<file path="src/interval_timer_pkg.sv">
// Constants and types shared by the four-channel interval timer block
package interval_timer_pkg;

  // ---------------------------------------------------------------
  // Port map of the byte-wide host I/O window
  // ---------------------------------------------------------------
  localparam logic [7:0] TIMER0_COUNT_PORT = 8'h40;
  localparam logic [7:0] TIMER1_COUNT_PORT = 8'h41;
  localparam logic [7:0] TIMER2_COUNT_PORT = 8'h42;
  localparam logic [7:0] TIMERS_0_TO_2_SETUP_WORD = 8'h43;
  localparam logic [7:0] TIMER3_COUNT_PORT = 8'h44;
  localparam logic [7:0] RESERVED_PORT_A = 8'h45;
  localparam logic [7:0] RESERVED_PORT_B = 8'h46;
  localparam logic [7:0] TIMER3_SETUP_WORD = 8'h47;
  localparam logic [7:0] COUNT_PORT [0:3] = '{8'h40, 8'h41, 8'h42, 8'h44};
  localparam logic [7:0] IDLE_READ = 8'h00;

  // ---------------------------------------------------------------
  // Setup word fields
  // ---------------------------------------------------------------
  localparam int SW_SEL_HI = 7;
  localparam int SW_SEL_LO = 6;
  localparam int SW_FMT_HI = 5;
  localparam int SW_FMT_LO = 4;
  localparam int SW_MODE_HI = 3;
  localparam int SW_MODE_LO = 1;
  localparam int SW_BCD_BIT = 0;
  localparam int RB_NO_COUNT_BIT = 5;
  localparam int RB_NO_STATUS_BIT = 4;
  localparam logic [1:0] SEL_READBACK = 2'h3;

  // Byte format of count reads and writes
  localparam logic [1:0] FMT_LATCH = 2'h0;
  localparam logic [1:0] FMT_LSB = 2'h1;
  localparam logic [1:0] FMT_MSB = 2'h2;
  localparam logic [1:0] FMT_BOTH = 2'h3;

  // ---------------------------------------------------------------
  // Counting constants
  // ---------------------------------------------------------------
  localparam int TIMER_COUNT = 4;
  localparam int DIGITS = 4;
  localparam logic [3:0] BCD_NINE = 4'h9;
  localparam logic [15:0] COUNT_ONE = 16'h0001;
  localparam logic [15:0] COUNT_TWO = 16'h0002;
  localparam logic [15:0] COUNT_RESET = 16'h0000;
  localparam logic [7:0] STATUS_RESET = 8'h00;

  // Operating modes
  typedef enum logic [2:0] {
    MODE_INT = 3'h0,
    MODE_ONESHOT = 3'h1,
    MODE_RATE = 3'h2,
    MODE_SQUARE = 3'h3,
    MODE_SW_STROBE = 3'h4,
    MODE_HW_STROBE = 3'h5
  } timer_mode_t;

endpackage : interval_timer_pkg

</file>
<file path="src/interval_timer_gate_and_programming.sv">
// Four 16-bit interval timers with gate handling and byte-wide programming ports

// How it works
// - Gate is sampled on each rising edge of the shared timer clock.
// - Modes 0, 2, 3, 4: sampled low gate stops counting, high allows it.
// - Modes 1, 2, 3, 5: gate rising edge sets a trigger flop, cleared once sampled.
// - Modes 2 and 3: gate edge restarts the count, low gate suspends it.
// - Mode 5: each trigger reloads the initial count on next timer clock.
// - Mode 5: new count waits for next trigger; running sequence continues.
// - Loads and decrements happen on the falling edge of the timer clock.
// - Initial count zero means 65536 binary or 10000 decimal.
// - Modes 0, 1, 4, 5 wrap past zero to FFFF or 9999 and continue.
// - Modes 2 and 3 reload the stored count each period.
// - Ports 40h-42h, 44h are counters, 43h and 47h setup words, 45h-46h reserved.
// - Counts are written and read a byte at a time in the chosen format.
// - Setup word picks timer, mode, binary or decimal, byte format, or a command.
// - State after reset is not guaranteed; software programs every timer. Here reset loads mode 0, LSB format and output high.
// - A new count never changes the programmed mode and follows its format.
// - Setup word resets the timer at once and puts its output at its start level.
// - Counts read directly, through a latch command, or through read-back.
// - Modes 2 and 3: gate falling while output low raises output at once.
// - Mode 1: output low from the clock after a trigger until count hits zero.
// - Gates of timers 0 and 1 are held high inside.
module interval_timer_gate_and_programming (
  // Clock and reset
  input wire logic clk,
  input wire logic rst,
  // Host I/O port
  input wire logic [7:0] io_addr,
  input wire logic io_wr,
  input wire logic io_rd,
  input wire logic [7:0] io_wdata,
  output logic [7:0] io_rdata,
  // Timer pins
  input wire logic shared_timer_clock_input,
  input wire logic [1:0] ext_gate,
  output logic [3:0] timer_output_pin
);

  // Local copies of package constants, declared ahead of every use
  localparam logic [15:0] COUNT_ONE_W = interval_timer_pkg::COUNT_ONE;
  localparam logic [15:0] COUNT_TWO_W = interval_timer_pkg::COUNT_TWO;
  localparam logic [15:0] COUNT_RESET_W = interval_timer_pkg::COUNT_RESET;
  localparam int SW_SEL_HI = interval_timer_pkg::SW_SEL_HI;
  localparam int SW_SEL_LO = interval_timer_pkg::SW_SEL_LO;
  localparam int SW_FMT_HI = interval_timer_pkg::SW_FMT_HI;
  localparam int SW_FMT_LO = interval_timer_pkg::SW_FMT_LO;
  localparam int SW_MODE_HI = interval_timer_pkg::SW_MODE_HI;
  localparam int SW_MODE_LO = interval_timer_pkg::SW_MODE_LO;
  localparam int SW_BCD_BIT = interval_timer_pkg::SW_BCD_BIT;
  localparam int RB_NO_COUNT_BIT = interval_timer_pkg::RB_NO_COUNT_BIT;
  localparam int RB_NO_STATUS_BIT = interval_timer_pkg::RB_NO_STATUS_BIT;

  // ---------------------------------------------------------------
  // Helpers
  // ---------------------------------------------------------------
  // Down-count by one, binary or four decimal digits
  function automatic logic [15:0] dec_one(input logic [15:0] v, input logic bcd);
    logic [15:0] r;
    logic borrow;
    r = v;
    borrow = 1'b1;
    if (!bcd) begin
      r = v - COUNT_ONE_W;
    end else begin
      for (int d = 0; d < interval_timer_pkg::DIGITS; d++) begin
        if (borrow) begin
          if (r[d*4 +: 4] == 4'h0) begin
            r[d*4 +: 4] = interval_timer_pkg::BCD_NINE;
          end else begin
            r[d*4 +: 4] = r[d*4 +: 4] - 4'h1;
            borrow = 1'b0;
          end
        end
      end
    end
    return r;
  endfunction : dec_one

  // ---------------------------------------------------------------
  // Pin synchronisers and timer clock edge detection
  // ---------------------------------------------------------------
  logic tclk_meta_ff, tclk_sync_ff, tclk_prev_ff;
  logic [1:0] gate_meta_ff, gate_sync_ff;
  logic tick_rise, tick_fall;
  logic [3:0] gate_all;

  // Two flops on every pin; the second feeds logic, as does a third edge flop on the timer clock
  always_ff @(posedge clk) begin
    if (rst) begin
      tclk_meta_ff <= 1'b0;
      tclk_sync_ff <= 1'b0;
      tclk_prev_ff <= 1'b0;
      gate_meta_ff <= 2'h0;
      gate_sync_ff <= 2'h0;
    end else begin
      tclk_meta_ff <= shared_timer_clock_input;
      tclk_sync_ff <= tclk_meta_ff;
      tclk_prev_ff <= tclk_sync_ff;
      gate_meta_ff <= ext_gate;
      gate_sync_ff <= gate_meta_ff;
    end
  end

  // Timer clock edges become one-cycle enables
  assign tick_rise = tclk_sync_ff & ~tclk_prev_ff;
  assign tick_fall = ~tclk_sync_ff & tclk_prev_ff;
  assign gate_all = {gate_sync_ff, 2'b11};

  // ---------------------------------------------------------------
  // Host port decode
  // ---------------------------------------------------------------
  logic wr_sw1, wr_sw2;
  logic [7:0] rd_byte [0:3];
  logic [7:0] rdata_ff, nxt_rdata;

  // Reserved ports match nothing below, so they are inert
  assign wr_sw1 = io_wr && (io_addr == interval_timer_pkg::TIMERS_0_TO_2_SETUP_WORD);
  assign wr_sw2 = io_wr && (io_addr == interval_timer_pkg::TIMER3_SETUP_WORD);

  // Read data is registered; unmapped and reserved ports return zero
  always_comb begin
    nxt_rdata = interval_timer_pkg::IDLE_READ;
    for (int t = 0; t < interval_timer_pkg::TIMER_COUNT; t++) begin
      if (io_rd && io_addr == interval_timer_pkg::COUNT_PORT[t]) begin
        nxt_rdata = rd_byte[t];
      end
    end
  end

  always_ff @(posedge clk) begin
    if (rst) begin
      rdata_ff <= interval_timer_pkg::IDLE_READ;
    end else begin
      rdata_ff <= nxt_rdata;
    end
  end

  assign io_rdata = rdata_ff;

  // ---------------------------------------------------------------
  // Per-timer logic
  // ---------------------------------------------------------------
  for (genvar i = 0; i < interval_timer_pkg::TIMER_COUNT; i++) begin : g_timer
    localparam logic [1:0] SEL_CODE = (i < 3) ? 2'(i) : 2'h0;
    localparam int RB_BIT = (i < 3) ? i + 1 : 1;

    interval_timer_pkg::timer_mode_t mode_ff, nxt_mode;
    logic [1:0] fmt_ff, nxt_fmt;
    logic [15:0] cr_ff, nxt_cr, ce_ff, nxt_ce, ol_ff, nxt_ol;
    logic [7:0] stat_ff, nxt_stat;
    logic bcd_ff, nxt_bcd, out_ff, nxt_out, run_ff, nxt_run;
    logic cr_ok_ff, nxt_cr_ok, newcnt_ff, nxt_newcnt, null_ff, nxt_null;
    logic wr_hi_ff, nxt_wr_hi, rd_hi_ff, nxt_rd_hi, hold_ff, nxt_hold;
    logic cnt_lat_ff, nxt_cnt_lat, stat_lat_ff, nxt_stat_lat;
    logic gate_lvl_ff, nxt_gate_lvl, gate_prev_ff, trig_ff, nxt_trig;
    logic trig_smp_ff, nxt_trig_smp;
    logic sw_wr, sw_this, latch_this, rb_this, cnt_wr, cnt_rd, gate_rise, trig_go;
    logic [2:0] mode_in;
    logic [15:0] even_cr, live;

    // Decode of accesses aimed at this timer
    assign sw_wr = (i < 3) ? wr_sw1 : wr_sw2;
    assign sw_this = sw_wr && io_wdata[SW_SEL_HI:SW_SEL_LO] == SEL_CODE
                     && io_wdata[SW_FMT_HI:SW_FMT_LO] != interval_timer_pkg::FMT_LATCH;
    assign latch_this = sw_wr && io_wdata[SW_SEL_HI:SW_SEL_LO] == SEL_CODE
                        && io_wdata[SW_FMT_HI:SW_FMT_LO] == interval_timer_pkg::FMT_LATCH;
    assign rb_this = sw_wr && io_wdata[SW_SEL_HI:SW_SEL_LO] == interval_timer_pkg::SEL_READBACK
                     && io_wdata[RB_BIT];
    assign cnt_wr = io_wr && io_addr == interval_timer_pkg::COUNT_PORT[i];
    assign cnt_rd = io_rd && io_addr == interval_timer_pkg::COUNT_PORT[i];
    assign gate_rise = gate_all[i] & ~gate_prev_ff;
    assign trig_go = trig_smp_ff && mode_ff != interval_timer_pkg::MODE_INT
                     && mode_ff != interval_timer_pkg::MODE_SW_STROBE;
    // Modes 6 and 7 alias onto 2 and 3
    assign mode_in = (io_wdata[SW_MODE_HI:SW_MODE_LO] > 3'h5)
                     ? {1'b0, io_wdata[SW_MODE_LO+1:SW_MODE_LO]} : io_wdata[SW_MODE_HI:SW_MODE_LO];
    assign even_cr = {cr_ff[15:1], 1'b0};
    assign live = cnt_lat_ff ? ol_ff : ce_ff;
    assign rd_byte[i] = stat_lat_ff ? stat_ff : (rd_hi_ff ? live[15:8] : live[7:0]);
    assign timer_output_pin[i] = out_ff;

    // Next state: timer clock edges first, then host writes, setup word last
    always_comb begin
      nxt_mode = mode_ff; nxt_fmt = fmt_ff; nxt_bcd = bcd_ff; nxt_cr = cr_ff;
      nxt_ce = ce_ff; nxt_ol = ol_ff; nxt_stat = stat_ff; nxt_out = out_ff;
      nxt_run = run_ff; nxt_cr_ok = cr_ok_ff; nxt_newcnt = newcnt_ff; nxt_null = null_ff;
      nxt_wr_hi = wr_hi_ff; nxt_rd_hi = rd_hi_ff; nxt_hold = hold_ff;
      nxt_cnt_lat = cnt_lat_ff; nxt_stat_lat = stat_lat_ff;
      nxt_gate_lvl = gate_lvl_ff; nxt_trig_smp = trig_smp_ff;
      // Short trigger pulses are held until the timer clock samples them
      nxt_trig = trig_ff | gate_rise;
      if (tick_rise) begin
        nxt_gate_lvl = gate_all[i];
        nxt_trig_smp = trig_ff;
        nxt_trig = gate_rise;
      end
      if (tick_fall) begin
        nxt_trig_smp = 1'b0;
        case (mode_ff)
          interval_timer_pkg::MODE_INT: begin
            if (newcnt_ff) begin
              nxt_ce = cr_ff; nxt_newcnt = 1'b0; nxt_null = 1'b0; nxt_run = 1'b1;
            end else if (run_ff && gate_lvl_ff) begin
              nxt_ce = dec_one(ce_ff, bcd_ff);
              if (ce_ff == COUNT_ONE_W) nxt_out = 1'b1;
            end
          end
          interval_timer_pkg::MODE_ONESHOT: begin
            if (trig_go && cr_ok_ff) begin
              nxt_ce = cr_ff; nxt_null = 1'b0; nxt_out = 1'b0; nxt_run = 1'b1;
            end else if (run_ff) begin
              nxt_ce = dec_one(ce_ff, bcd_ff);
              if (ce_ff == COUNT_ONE_W) nxt_out = 1'b1;
            end
          end
          interval_timer_pkg::MODE_RATE: begin
            if (cr_ok_ff && (trig_go || (newcnt_ff && !run_ff))) begin
              nxt_ce = cr_ff; nxt_out = 1'b1; nxt_run = 1'b1;
              nxt_newcnt = 1'b0; nxt_null = 1'b0;
            end else if (run_ff && gate_lvl_ff) begin
              if (!out_ff) begin
                nxt_ce = cr_ff; nxt_out = 1'b1;
                nxt_newcnt = 1'b0; nxt_null = 1'b0;
              end else begin
                nxt_ce = dec_one(ce_ff, bcd_ff);
                if (ce_ff == COUNT_TWO_W) nxt_out = 1'b0;
              end
            end
          end
          interval_timer_pkg::MODE_SQUARE: begin
            // Odd counts spend one extra clock high, held by hold_ff
            if (cr_ok_ff && (trig_go || (newcnt_ff && !run_ff))) begin
              nxt_ce = even_cr; nxt_out = 1'b1; nxt_run = 1'b1; nxt_hold = cr_ff[0];
              nxt_newcnt = 1'b0; nxt_null = 1'b0;
            end else if (run_ff && gate_lvl_ff) begin
              if (hold_ff) begin
                nxt_hold = 1'b0;
              end else if (ce_ff == COUNT_TWO_W) begin
                nxt_ce = even_cr; nxt_out = ~out_ff;
                nxt_hold = cr_ff[0] & ~out_ff;
                nxt_newcnt = 1'b0; nxt_null = 1'b0;
              end else begin
                nxt_ce = dec_one(dec_one(ce_ff, bcd_ff), bcd_ff);
              end
            end
          end
          interval_timer_pkg::MODE_SW_STROBE: begin
            nxt_out = 1'b1;
            if (newcnt_ff) begin
              nxt_ce = cr_ff; nxt_newcnt = 1'b0; nxt_null = 1'b0; nxt_run = 1'b1;
            end else if (cr_ok_ff && gate_lvl_ff) begin
              nxt_ce = dec_one(ce_ff, bcd_ff);
              if (run_ff && ce_ff == COUNT_ONE_W) begin
                nxt_out = 1'b0; nxt_run = 1'b0;
              end
            end
          end
          interval_timer_pkg::MODE_HW_STROBE: begin
            nxt_out = 1'b1;
            if (trig_go && cr_ok_ff) begin
              nxt_ce = cr_ff; nxt_null = 1'b0; nxt_run = 1'b1;
            end else if (!null_ff || run_ff) begin
              nxt_ce = dec_one(ce_ff, bcd_ff);
              if (run_ff && ce_ff == COUNT_ONE_W) begin
                nxt_out = 1'b0; nxt_run = 1'b0;
              end
            end
          end
          default: begin
            nxt_out = 1'b1;
          end
        endcase
      end
      // Modes 2 and 3: gate going low forces the output high without a timer clock
      if ((mode_ff == interval_timer_pkg::MODE_RATE || mode_ff == interval_timer_pkg::MODE_SQUARE)
          && !gate_all[i]) begin
        nxt_out = 1'b1;
      end
      // Count byte written in the programmed format; mode is left alone
      if (cnt_wr) begin
        if (fmt_ff == interval_timer_pkg::FMT_LSB) begin
          nxt_cr = {8'h00, io_wdata};
        end else if (fmt_ff == interval_timer_pkg::FMT_MSB) begin
          nxt_cr = {io_wdata, 8'h00};
        end else if (!wr_hi_ff) begin
          nxt_cr = {cr_ff[15:8], io_wdata};
        end else begin
          nxt_cr = {io_wdata, cr_ff[7:0]};
        end
        nxt_wr_hi = (fmt_ff == interval_timer_pkg::FMT_BOTH) ? ~wr_hi_ff : wr_hi_ff;
        if (fmt_ff != interval_timer_pkg::FMT_BOTH || wr_hi_ff) begin
          nxt_cr_ok = 1'b1; nxt_newcnt = 1'b1; nxt_null = 1'b1;
          if (mode_ff == interval_timer_pkg::MODE_INT) nxt_out = 1'b0;
        end
      end
      // Reads consume status first, then the latched count bytes
      if (cnt_rd) begin
        if (stat_lat_ff) begin
          nxt_stat_lat = 1'b0;
        end else begin
          nxt_rd_hi = (fmt_ff == interval_timer_pkg::FMT_BOTH) ? ~rd_hi_ff : rd_hi_ff;
          if (fmt_ff != interval_timer_pkg::FMT_BOTH || rd_hi_ff) nxt_cnt_lat = 1'b0;
        end
      end
      // A second latch before the first is read is ignored
      if ((latch_this || (rb_this && !io_wdata[RB_NO_COUNT_BIT])) && !cnt_lat_ff) begin
        nxt_ol = ce_ff; nxt_cnt_lat = 1'b1;
      end
      if (rb_this && !io_wdata[RB_NO_STATUS_BIT] && !stat_lat_ff) begin
        nxt_stat = {out_ff, null_ff, fmt_ff, mode_ff, bcd_ff};
        nxt_stat_lat = 1'b1;
      end
      // Setup word: immediate reset of this timer's control state
      if (sw_this) begin
        nxt_mode = interval_timer_pkg::timer_mode_t'(mode_in);
        nxt_fmt = io_wdata[SW_FMT_HI:SW_FMT_LO];
        nxt_bcd = io_wdata[SW_BCD_BIT];
        nxt_out = (mode_in != 3'h0);
        nxt_run = 1'b0; nxt_cr_ok = 1'b0; nxt_newcnt = 1'b0; nxt_null = 1'b1;
        nxt_hold = 1'b0; nxt_trig = 1'b0; nxt_trig_smp = 1'b0;
        nxt_cnt_lat = 1'b0; nxt_stat_lat = 1'b0;
        nxt_wr_hi = (io_wdata[SW_FMT_HI:SW_FMT_LO] == interval_timer_pkg::FMT_MSB);
        nxt_rd_hi = (io_wdata[SW_FMT_HI:SW_FMT_LO] == interval_timer_pkg::FMT_MSB);
      end
    end

    // Register stage; reset gives a quiet, unprogrammed timer
    always_ff @(posedge clk) begin
      if (rst) begin
        mode_ff <= interval_timer_pkg::MODE_INT; fmt_ff <= interval_timer_pkg::FMT_LSB;
        bcd_ff <= 1'b0; cr_ff <= COUNT_RESET_W; ce_ff <= COUNT_RESET_W; ol_ff <= COUNT_RESET_W;
        stat_ff <= interval_timer_pkg::STATUS_RESET; out_ff <= 1'b1; run_ff <= 1'b0;
        cr_ok_ff <= 1'b0; newcnt_ff <= 1'b0; null_ff <= 1'b1; wr_hi_ff <= 1'b0;
        rd_hi_ff <= 1'b0; hold_ff <= 1'b0; cnt_lat_ff <= 1'b0; stat_lat_ff <= 1'b0;
        gate_lvl_ff <= 1'b0; gate_prev_ff <= 1'b0; trig_ff <= 1'b0; trig_smp_ff <= 1'b0;
      end else begin
        mode_ff <= nxt_mode; fmt_ff <= nxt_fmt; bcd_ff <= nxt_bcd; cr_ff <= nxt_cr;
        ce_ff <= nxt_ce; ol_ff <= nxt_ol; stat_ff <= nxt_stat; out_ff <= nxt_out;
        run_ff <= nxt_run; cr_ok_ff <= nxt_cr_ok; newcnt_ff <= nxt_newcnt;
        null_ff <= nxt_null; wr_hi_ff <= nxt_wr_hi; rd_hi_ff <= nxt_rd_hi;
        hold_ff <= nxt_hold; cnt_lat_ff <= nxt_cnt_lat; stat_lat_ff <= nxt_stat_lat;
        gate_lvl_ff <= nxt_gate_lvl; gate_prev_ff <= gate_all[i]; trig_ff <= nxt_trig;
        trig_smp_ff <= nxt_trig_smp;
      end
    end
  end

endmodule : interval_timer_gate_and_programming

</file>
<file path="config.mk">
export PLATFORM = sky130hd
export DESIGN_NAME = interval_timer_gate_and_programming
export DESIGN_NICKNAME = d
export VERILOG_FILES = /design/src/interval_timer_pkg.sv /design/src/interval_timer_gate_and_programming.sv
export SDC_FILE = /design/constraint.sdc
export NUM_CORES = 1
export LEC_CHECK = 0
export BUFFER_PORTS_ARGS = -buffer_cell sky130_fd_sc_hd__buf_2
export CAP_MARGIN = 0
export CORE_MARGIN = 1
export CORE_UTILIZATION = 45
export DETAILED_ROUTE_END_ITERATION = 8
export GPL_ROUTABILITY_DRIVEN = 0
export PLACE_DENSITY = 0.56
export SETUP_SLACK_MARGIN = 0.02
export SKIP_LAST_GASP = 1
export SLEW_MARGIN = 20
export SYNTH_ARGS = -nofsm -noshare
export SYNTH_HDL_FRONTEND = slang
export SYNTH_SLANG_ARGS = --single-unit
export TNS_END_PERCENT = 5
</file>
<file path="constraint.sdc">
create_clock -name clk -period 9.1 [get_ports clk]
set_input_delay 0.91 -clock clk [delete_from_list [all_inputs] [get_ports clk]]
set_output_delay 0.91 -clock clk [all_outputs]
set_load 0.01 [all_outputs]
</file>
==> flow_summary.json, run 1 <==
{
  "outcome": "complete, no violations",
  "final_common_cell": "nand2_1",
  "initial_core_util_pct": 45.85,
  "setup_tns_ns": 0,
  "die_x_um": 223.2,
  "core-area_mm2": 0.04805,
  "r2r_start": "g_timer[2].ce_ff[0]",
  "synthFlopType": "dfxtp_1",
  "grt_setup_unrepaired": "false",
  "muxShareOfSynthArea_pct": 8.179,
  "synth_fa_ha_area_share_pct": 1.738,
  "first_global_vias": 20220,
  "fin_skew_ns": 0.02170,
  "antenna_found_initial": 0,
  "clk_latency_ns": 0.57,
  "dieHeight_um": 223.2,
  "async_flop_share_pct": 0,
  "drv_slew": 0,
  "timing.rr.end": "g_timer[2].ce_ff[8]",
  "max_clock_freq_ghz": 0.2569,
  "cp-start-kind": "flop",
  "power_w": 0.003079,
  "r2r_cells": 11,
  "post-route-period-util_pct": 42.78,
  "synthCells": 2947,
  "cts_tree": "built",
  "power_density_mw_per_mm2": 131.0,
  "fin_crit_ns": 3.893,
  "cts.clk_slew.worst_paths_ns": 0.06,
  "grt_pass1_wl_um": 118500,
  "maxCapViolCount": 0,
  "cp-endpoint": "g_timer[2].ce_ff[8]",
  "critical_path.max_fanout": 12,
  "grt_max_degree": 96,
  "htree_levels": 2,
  "cts_resized": 0,
  "boundaryPins": 35,
  "post_cts_buffers": 0,
  "dp_hpwl_um": 53550,
  "fin_nets": 2860,
  "setup_viol": 0,
  "mostFrequentLayoutCells": "nand2_1 (374), nor2_1 (340), dfxtp_1 (317), a21oi_1 (288), o21ai_0 (167)",
  "synth-xor-area-share_pct": 3.897,
  "r2r_slack_ns": 5.21,
  "setup.worst_path.start": "g_timer[2].ce_ff[0]",
  "crit_arrival_ns": 4.30,
  "routed_wl_um": 75640,
  "grt_overflow_total": 0,
  "firstDrtPassIters": 8,
  "io_buffers": 34,
  "cp-end-kind": "flop",
  "ir_drop_uv": 114.3,
  "grt_util_all_layers_pct": 29.85,
  "dieArea_mm2": 0.04984,
  "ys_seq_elements": 317,
  "drive_above_1_share_pct": 7.728,
  "area_growth_pct": 6.697,
  "postCtsHoldBufs": 0,
  "hold_violations": 0,
  "drt_iter0_drc": 2153,
  "tightest_slew_ns": 1.189,
  "synth.distinct_cells": 110,
  "wl_per_cell_um": 21.93,
  "rows": 80,
  "synth_nets": 2999,
  "crit_type": "reg2reg",
  "yosys_warnings": 0,
  "synth_top_family_by_area": "compound AO/OA/AOI/OAI gates",
  "vias": 22190,
  "cp_cell_sequence": "inv_1 > ha_1 > and2_0 > o311ai_1 > and3_1 > and4bb_1 > nand2_1 > a311o_1 > a22o_1 > a222oi_1 > a21oi_1",
  "avgSynthCellArea_um2": 7.475,
  "root_buffer": "clkbuf_16",
  "synth-edff-count": 0,
  "drc": 0,
  "critPathRequiredTime_ns": 9.50,
  "cts_buffers": 38,
  "clockBufferDepth": 3,
  "syn_area_mm2": 0.02203,
  "routed_via_density": 6.434,
  "synth-simple-area-share_pct": 25.29,
  "cp_slowest_cell": "o311ai_1",
  "min_path_type": "reg2reg",
  "clock_sinks": 317,
  "ys_seq_area_share_pct": 28.81,
  "ant_nets": 0,
  "fillers": 4756,
  "p_leak_nw": 8.230,
  "n_antenna_cell": 0,
  "relSlewSlack_pct": 20.59,
  "worst_hold_slack_ns": 0.4360,
  "cpPeakStageDelay_ns": 0.61,
  "synth_compound_area_share_pct": 26.57
}
worst max-delay path, delay by kind of cell (launching register included):
family / cells / cell delay [ns]
buffers and inverters: 1 / 0.17
AOI/OAI and AO/OA: 5 / 1.49
and+or+nand+nor: 4 / 1.23
DFF: 1 / 0.56
adders and majority gates: 1 / 0.27
registers in the layout, summed over array words and instances (netlist names), 8 cells and up:
name and count:
g_timer.ce_ff 64, g_timer.cr_ff 64, g_timer.fmt_ff 8, g_timer.mode_ff 12
g_timer.ol_ff 64, g_timer.stat_ff 32, io_rdata 8
per-stage QoR:
step	area, um^2	utilization (%)	setup slack (ns)	std cells
detailed placement	22190	46.19	5.290	3383
global route	23500	48.92	4.929	3449
global placement	22190	46.19	5.390	3383
floorplan	22030	-	5.848	2947
finish	23500	48.92	5.207	3449
CTS	23480	48.88	5.259	3449
cells in the mapped netlist, types with 18 or more instances:
cell | n | area share [%]
nor3_1 | 57 | 1.3
o22ai_1 | 30 | 0.85
o21ai_0 | 167 | 3.8
o31ai_1 | 23 | 0.78
o21a_1 | 25 | 0.85
nand2b_1 | 22 | 0.62
inv_1 | 65 | 1.1
and3_1 | 23 | 0.65
mux4_2 | 32 | 3.3
nand4_1 | 22 | 0.62
a21oi_1 | 288 | 6.5
ha_1 | 29 | 1.6
xnor2_1 | 55 | 2.2
o21ai_1 | 18 | 0.41
clkbuf_1 | 186 | 3.2
a31oi_1 | 35 | 0.99
nor2_1 | 340 | 5.8
nor3b_1 | 21 | 0.72
a21o_1 | 24 | 0.82
buf_2 | 27 | 0.61
a221oi_1 | 19 | 0.76
and2_1 | 20 | 0.57
a22oi_1 | 56 | 1.9
nor2b_1 | 36 | 1.0
a311oi_1 | 22 | 0.87
dfxtp_1 | 317 | 29
mux2i_1 | 99 | 4.5
nand3_1 | 97 | 2.2
nand2_1 | 374 | 6.4
or3_1 | 19 | 0.54
a211oi_1 | 39 | 1.3
nor4_1 | 29 | 0.82
xor2_1 | 43 | 1.7
o211ai_1 | 36 | 1.2
worst min path at each step:
stage | to | slack [ns] | cells after the start | from
6_report | tclk_sync_ff | 0.44 | 1 | tclk_meta_ff
3_3_place_gp | g_timer[0].trig_ff | 0.42 | 1 | g_timer[1].gate_prev_ff
3_5_place_dp | g_timer[1].trig_ff | 0.43 | 1 | g_timer[1].gate_prev_ff
2_1_floorplan | g_timer[0].trig_ff | 0.41 | 1 | g_timer[1].gate_prev_ff
4_1_cts | g_timer[0].trig_ff | 0.44 | 1 | g_timer[1].gate_prev_ff
5_1_grt | tclk_sync_ff | 0.46 | 1 | tclk_meta_ff
final cells by class:
class | count | area (um^2) | area share, %
multi-input cells | 2327 | 14490 | 61.67
flip-flops and latches | 317 | 6346 | 27.00
clock inverters | 12 | 165.2 | 0.7027
repair buffers | 57 | 351.6 | 1.496
inverters | 67 | 251.5 | 1.070
well taps | 615 | 769.5 | 3.274
clock buffers | 54 | 1125 | 4.786
logic make-up after synthesis:
| group | count (synthesis) |
|---|---|
| buf+inv | 303 |
| fa+ha+maj | 31 |
| xor+xnor | 98 |
| simple gates | 1152 |
| compound gates | 907 |
| mux | 139 |
| flops | 317 |
layer usage:
metal | vias to the layer above | track usage, % | wire length [um]
met3 | 146 | 4.610 | 5581
li1 | 10470 | - | -
met1 | 10620 | 41.60 | 33840
met4 | 0 | 9.321 | 2198
met5 | - | 0 | 0
met2 | 961 | 47.17 | 34030
power by group:
part | leakage (nW) | internal (W) | switching [W] | total [W]
Sequential | 2.56 | 0.00139 | 0.00000403 | 0.00140
Clock | 0.631 | 0.000972 | 0.000635 | 0.00161
Combinational | 5.04 | 0.0000150 | 0.0000618 | 0.0000768
Total | 8.23 | 0.00238 | 0.000701 | 0.00308
No activity file was read; power rests on OpenSTA's default activity.
==> inputs of run 2 (changes only) <==
--- a/config.mk
+++ b/config.mk
@@ -11,7 +11,7 @@
 export CORE_UTILIZATION = 45
 export DETAILED_ROUTE_END_ITERATION = 8
 export GPL_ROUTABILITY_DRIVEN = 0
-export PLACE_DENSITY = 0.56
+export PLACE_DENSITY = 0.59
 export SETUP_SLACK_MARGIN = 0.02
 export SKIP_LAST_GASP = 1
 export SLEW_MARGIN = 20
==> constraint.sdc (replaced) <==
create_clock -name clk -period 3.2 [get_ports clk]
set_input_delay 0.32 -clock clk [delete_from_list [all_inputs] [get_ports clk]]
set_output_delay 0.32 -clock clk [all_outputs]
set_load 0.01 [all_outputs]
==> run 2 against run 1 <==
  * Critical path depth grew 1
  * Sequential power grew to 2.8 times the previous value
  * Global-route usage grew 0.50 points
  * Die area is the same
  * Critical path type unchanged
  * Largest power group unchanged
==> flow_summary.json, run 2 (synthesis gave the netlist of run 1 again) <==
{
  "outcome": "complete, no violations",
  "fin_skew_ns": 0.01696,
  "critPathRequiredTime_ns": 3.69,
  "power_w": 0.008851,
  "place_area_mm2": 0.02365,
  "clockBufferDepth": 3,
  "core-area_mm2": 0.04805,
  "die_x_um": 223.2,
  "antenna_found_initial": 1,
  "fin_ws_ns": 0.1050,
  "final_area_mm2": 0.02508,
  "setup.worst_path.start": "g_timer[2].ce_ff[3]",
  "vias": 23130,
  "dieArea_mm2": 0.04984,
  "relSlewSlack_pct": 18.26,
  "switching_share_pct": 23.02,
  "htree_levels": 2,
  "worst_hold_slack_ns": 0.2403,
  "pwr-share-seq_pct": 44.8,
  "reg_top3": "g_timer.ce_ff: 64 flops, g_timer.cr_ff: 64 flops, g_timer.ol_ff: 64 flops",
  "hold_violations": 0,
  "cpPeakStageDelay_ns": 0.45,
  "crit_arrival_ns": 3.58,
  "maxCapViolCount": 0,
  "crit_type": "reg2reg",
  "firstDrtPassIters": 6,
  "tightest_slew_ns": 1.215,
  "final_common_cell": "nand2_1",
  "drt_iter0_drc": 2584,
  "grt_util_all_layers_pct": 30.35,
  "register_area_mm2": 0.006346,
  "comb_power_share_pct": 2.7,
  "cts.clk_slew.worst_paths_ns": 0.06,
  "p_int_w": 0.006814,
  "root_buffer": "clkbuf_16",
  "area_growth_pct": 13.87,
  "post-route-period-util_pct": 96.72,
  "mostFrequentLayoutCells": "nand2_1 (374), nor2_1 (339), dfxtp_1 (317), a21oi_1 (288), buf_4 (206)",
  "cp-start-kind": "flop",
  "critPathTopFamily": "compound AO/OA/AOI/OAI gates",
  "cp_cell_sequence": "buf_4 > nor4_1 > buf_4 > nand3_1 > a221o_1 > a311oi_1 > ha_1 > nand4_1 > xnor2_1 > o21ai_0 > a21o_1 > a21oi_1",
  "whs_path_depth": 2,
  "wl_per_cell_um": 21.21,
  "grt_overflow_total": 0,
  "r2r_start": "g_timer[2].ce_ff[3]",
  "fin_nets": 3051,
  "post_cts_buffers": 0,
  "ant_nets": 0,
  "cp-end-kind": "flop",
  "drv_slew": 0,
  "cts_buffers": 39,
  "p_sw_w": 0.002038,
  "critical_path.max_fanout": 9,
  "hold_end": "g_timer[3].ce_ff[0]",
  "timing.rr.end": "g_timer[2].ce_ff[14]",
  "fin_crit_ns": 3.095,
  "initial_core_util_pct": 45.85,
  "clk_latency_ns": 0.56,
  "crit_path_frequent_cell": "buf_4",
  "max_clock_freq_ghz": 0.3231,
  "grt_pass1_wl_um": 120700,
  "dp_hpwl_um": 56440,
  "clock_sinks": 317,
  "grt_max_degree": 80,
  "r2r_cells": 12,
  "routed_via_density": 6.352,
  "rows": 80,
  "setup_viol": 0,
  "min_from": "rst",
  "power_density_mw_per_mm2": 352.9,
  "drive_above_1_share_pct": 13.88,
  "boundaryPins": 35,
  "fillers": 4682,
  "grt_setup_unrepaired": "true",
  "clkPwrFrac_pct": 52.5,
  "first_global_vias": 21530,
  "dieHeight_um": 223.2,
  "multi_input_area_mm2": 0.01455,
  "min_path_type": "in2reg",
  "io_buffers": 34,
  "r2r_slack_ns": 0.10,
  "pre_cts_slack_ns": 0.07871,
  "cts_tree": "built",
  "cp_slowest_cell": "a311oi_1",
  "crit_buf_inv": 2,
  "routed_wl_um": 77250,
  "drc": 0,
  "ir_drop_uv": 327.5,
  "p_leak_nw": 9.233
}
run 2: routing by layer:
metal	routed length, um	GRT usage (%)	part of all wire, %	vias up
met1	34170	42.25	44	11070
li1	-	-	-	10840
met3	6365	4.201	8.2	163
met2	34720	48.45	45	1054
met4	1997	9.344	2.6	0
met5	0	0	0	-
run 2: worst max-delay path by stage:
stage | end | slack, ns | cells after the start
global route | g_timer[3].ce_ff[14] | -0.06 | 13
detailed placement | g_timer[3].ce_ff[14] | 0.08 | 11
global placement | g_timer[0].ce_ff[7] | 0.14 | 11
CTS | g_timer[3].ce_ff[14] | 0.05 | 11
floorplan | g_timer[0].ce_ff[15] | -0.05 | 14
finish | g_timer[2].ce_ff[14] | 0.10 | 12
run 2: repair_timing:
action,4_1_cts,5_1_grt
endpoints found under the hold margin,3,0
hold buffers,3,0
endpoints found under the setup margin,0,31
gates resized for setup,0,11
run 2: power by group through the flow:
stage,Combinational (W),Clock [W],Sequential (W)
2_1_floorplan,0.000123,0,0.00405
3_3_place_gp,0.000230,0,0.00405
3_5_place_dp,0.000232,0,0.00405
4_1_cts,0.000235,0.00472,0.00397
5_1_grt,0.000250,0.00487,0.00397
6_report,0.000240,0.00464,0.00397
run 2: metrics by stage:
step / TNS [ns] / cells / util (%)
finish: 0 / 3642 / 52.21
global placement: 0 / 3570 / 49.23
floorplan: -0.05259 / 2947 / -
global route: -0.2615 / 3641 / 52.20
CTS: 0 / 3641 / 52.06
detailed placement: 0 / 3570 / 49.23
run 2: area by class of cell:
cell class	instances	share of cell area [%]
sequential	317	25.30
clock buffer	50	4.464
timing repair buffer	247	7.318
antenna	1	0.009977
inverter	67	1.003
tap	615	3.068
clock inverter	18	0.8380
multi-input combinational	2327	58.00
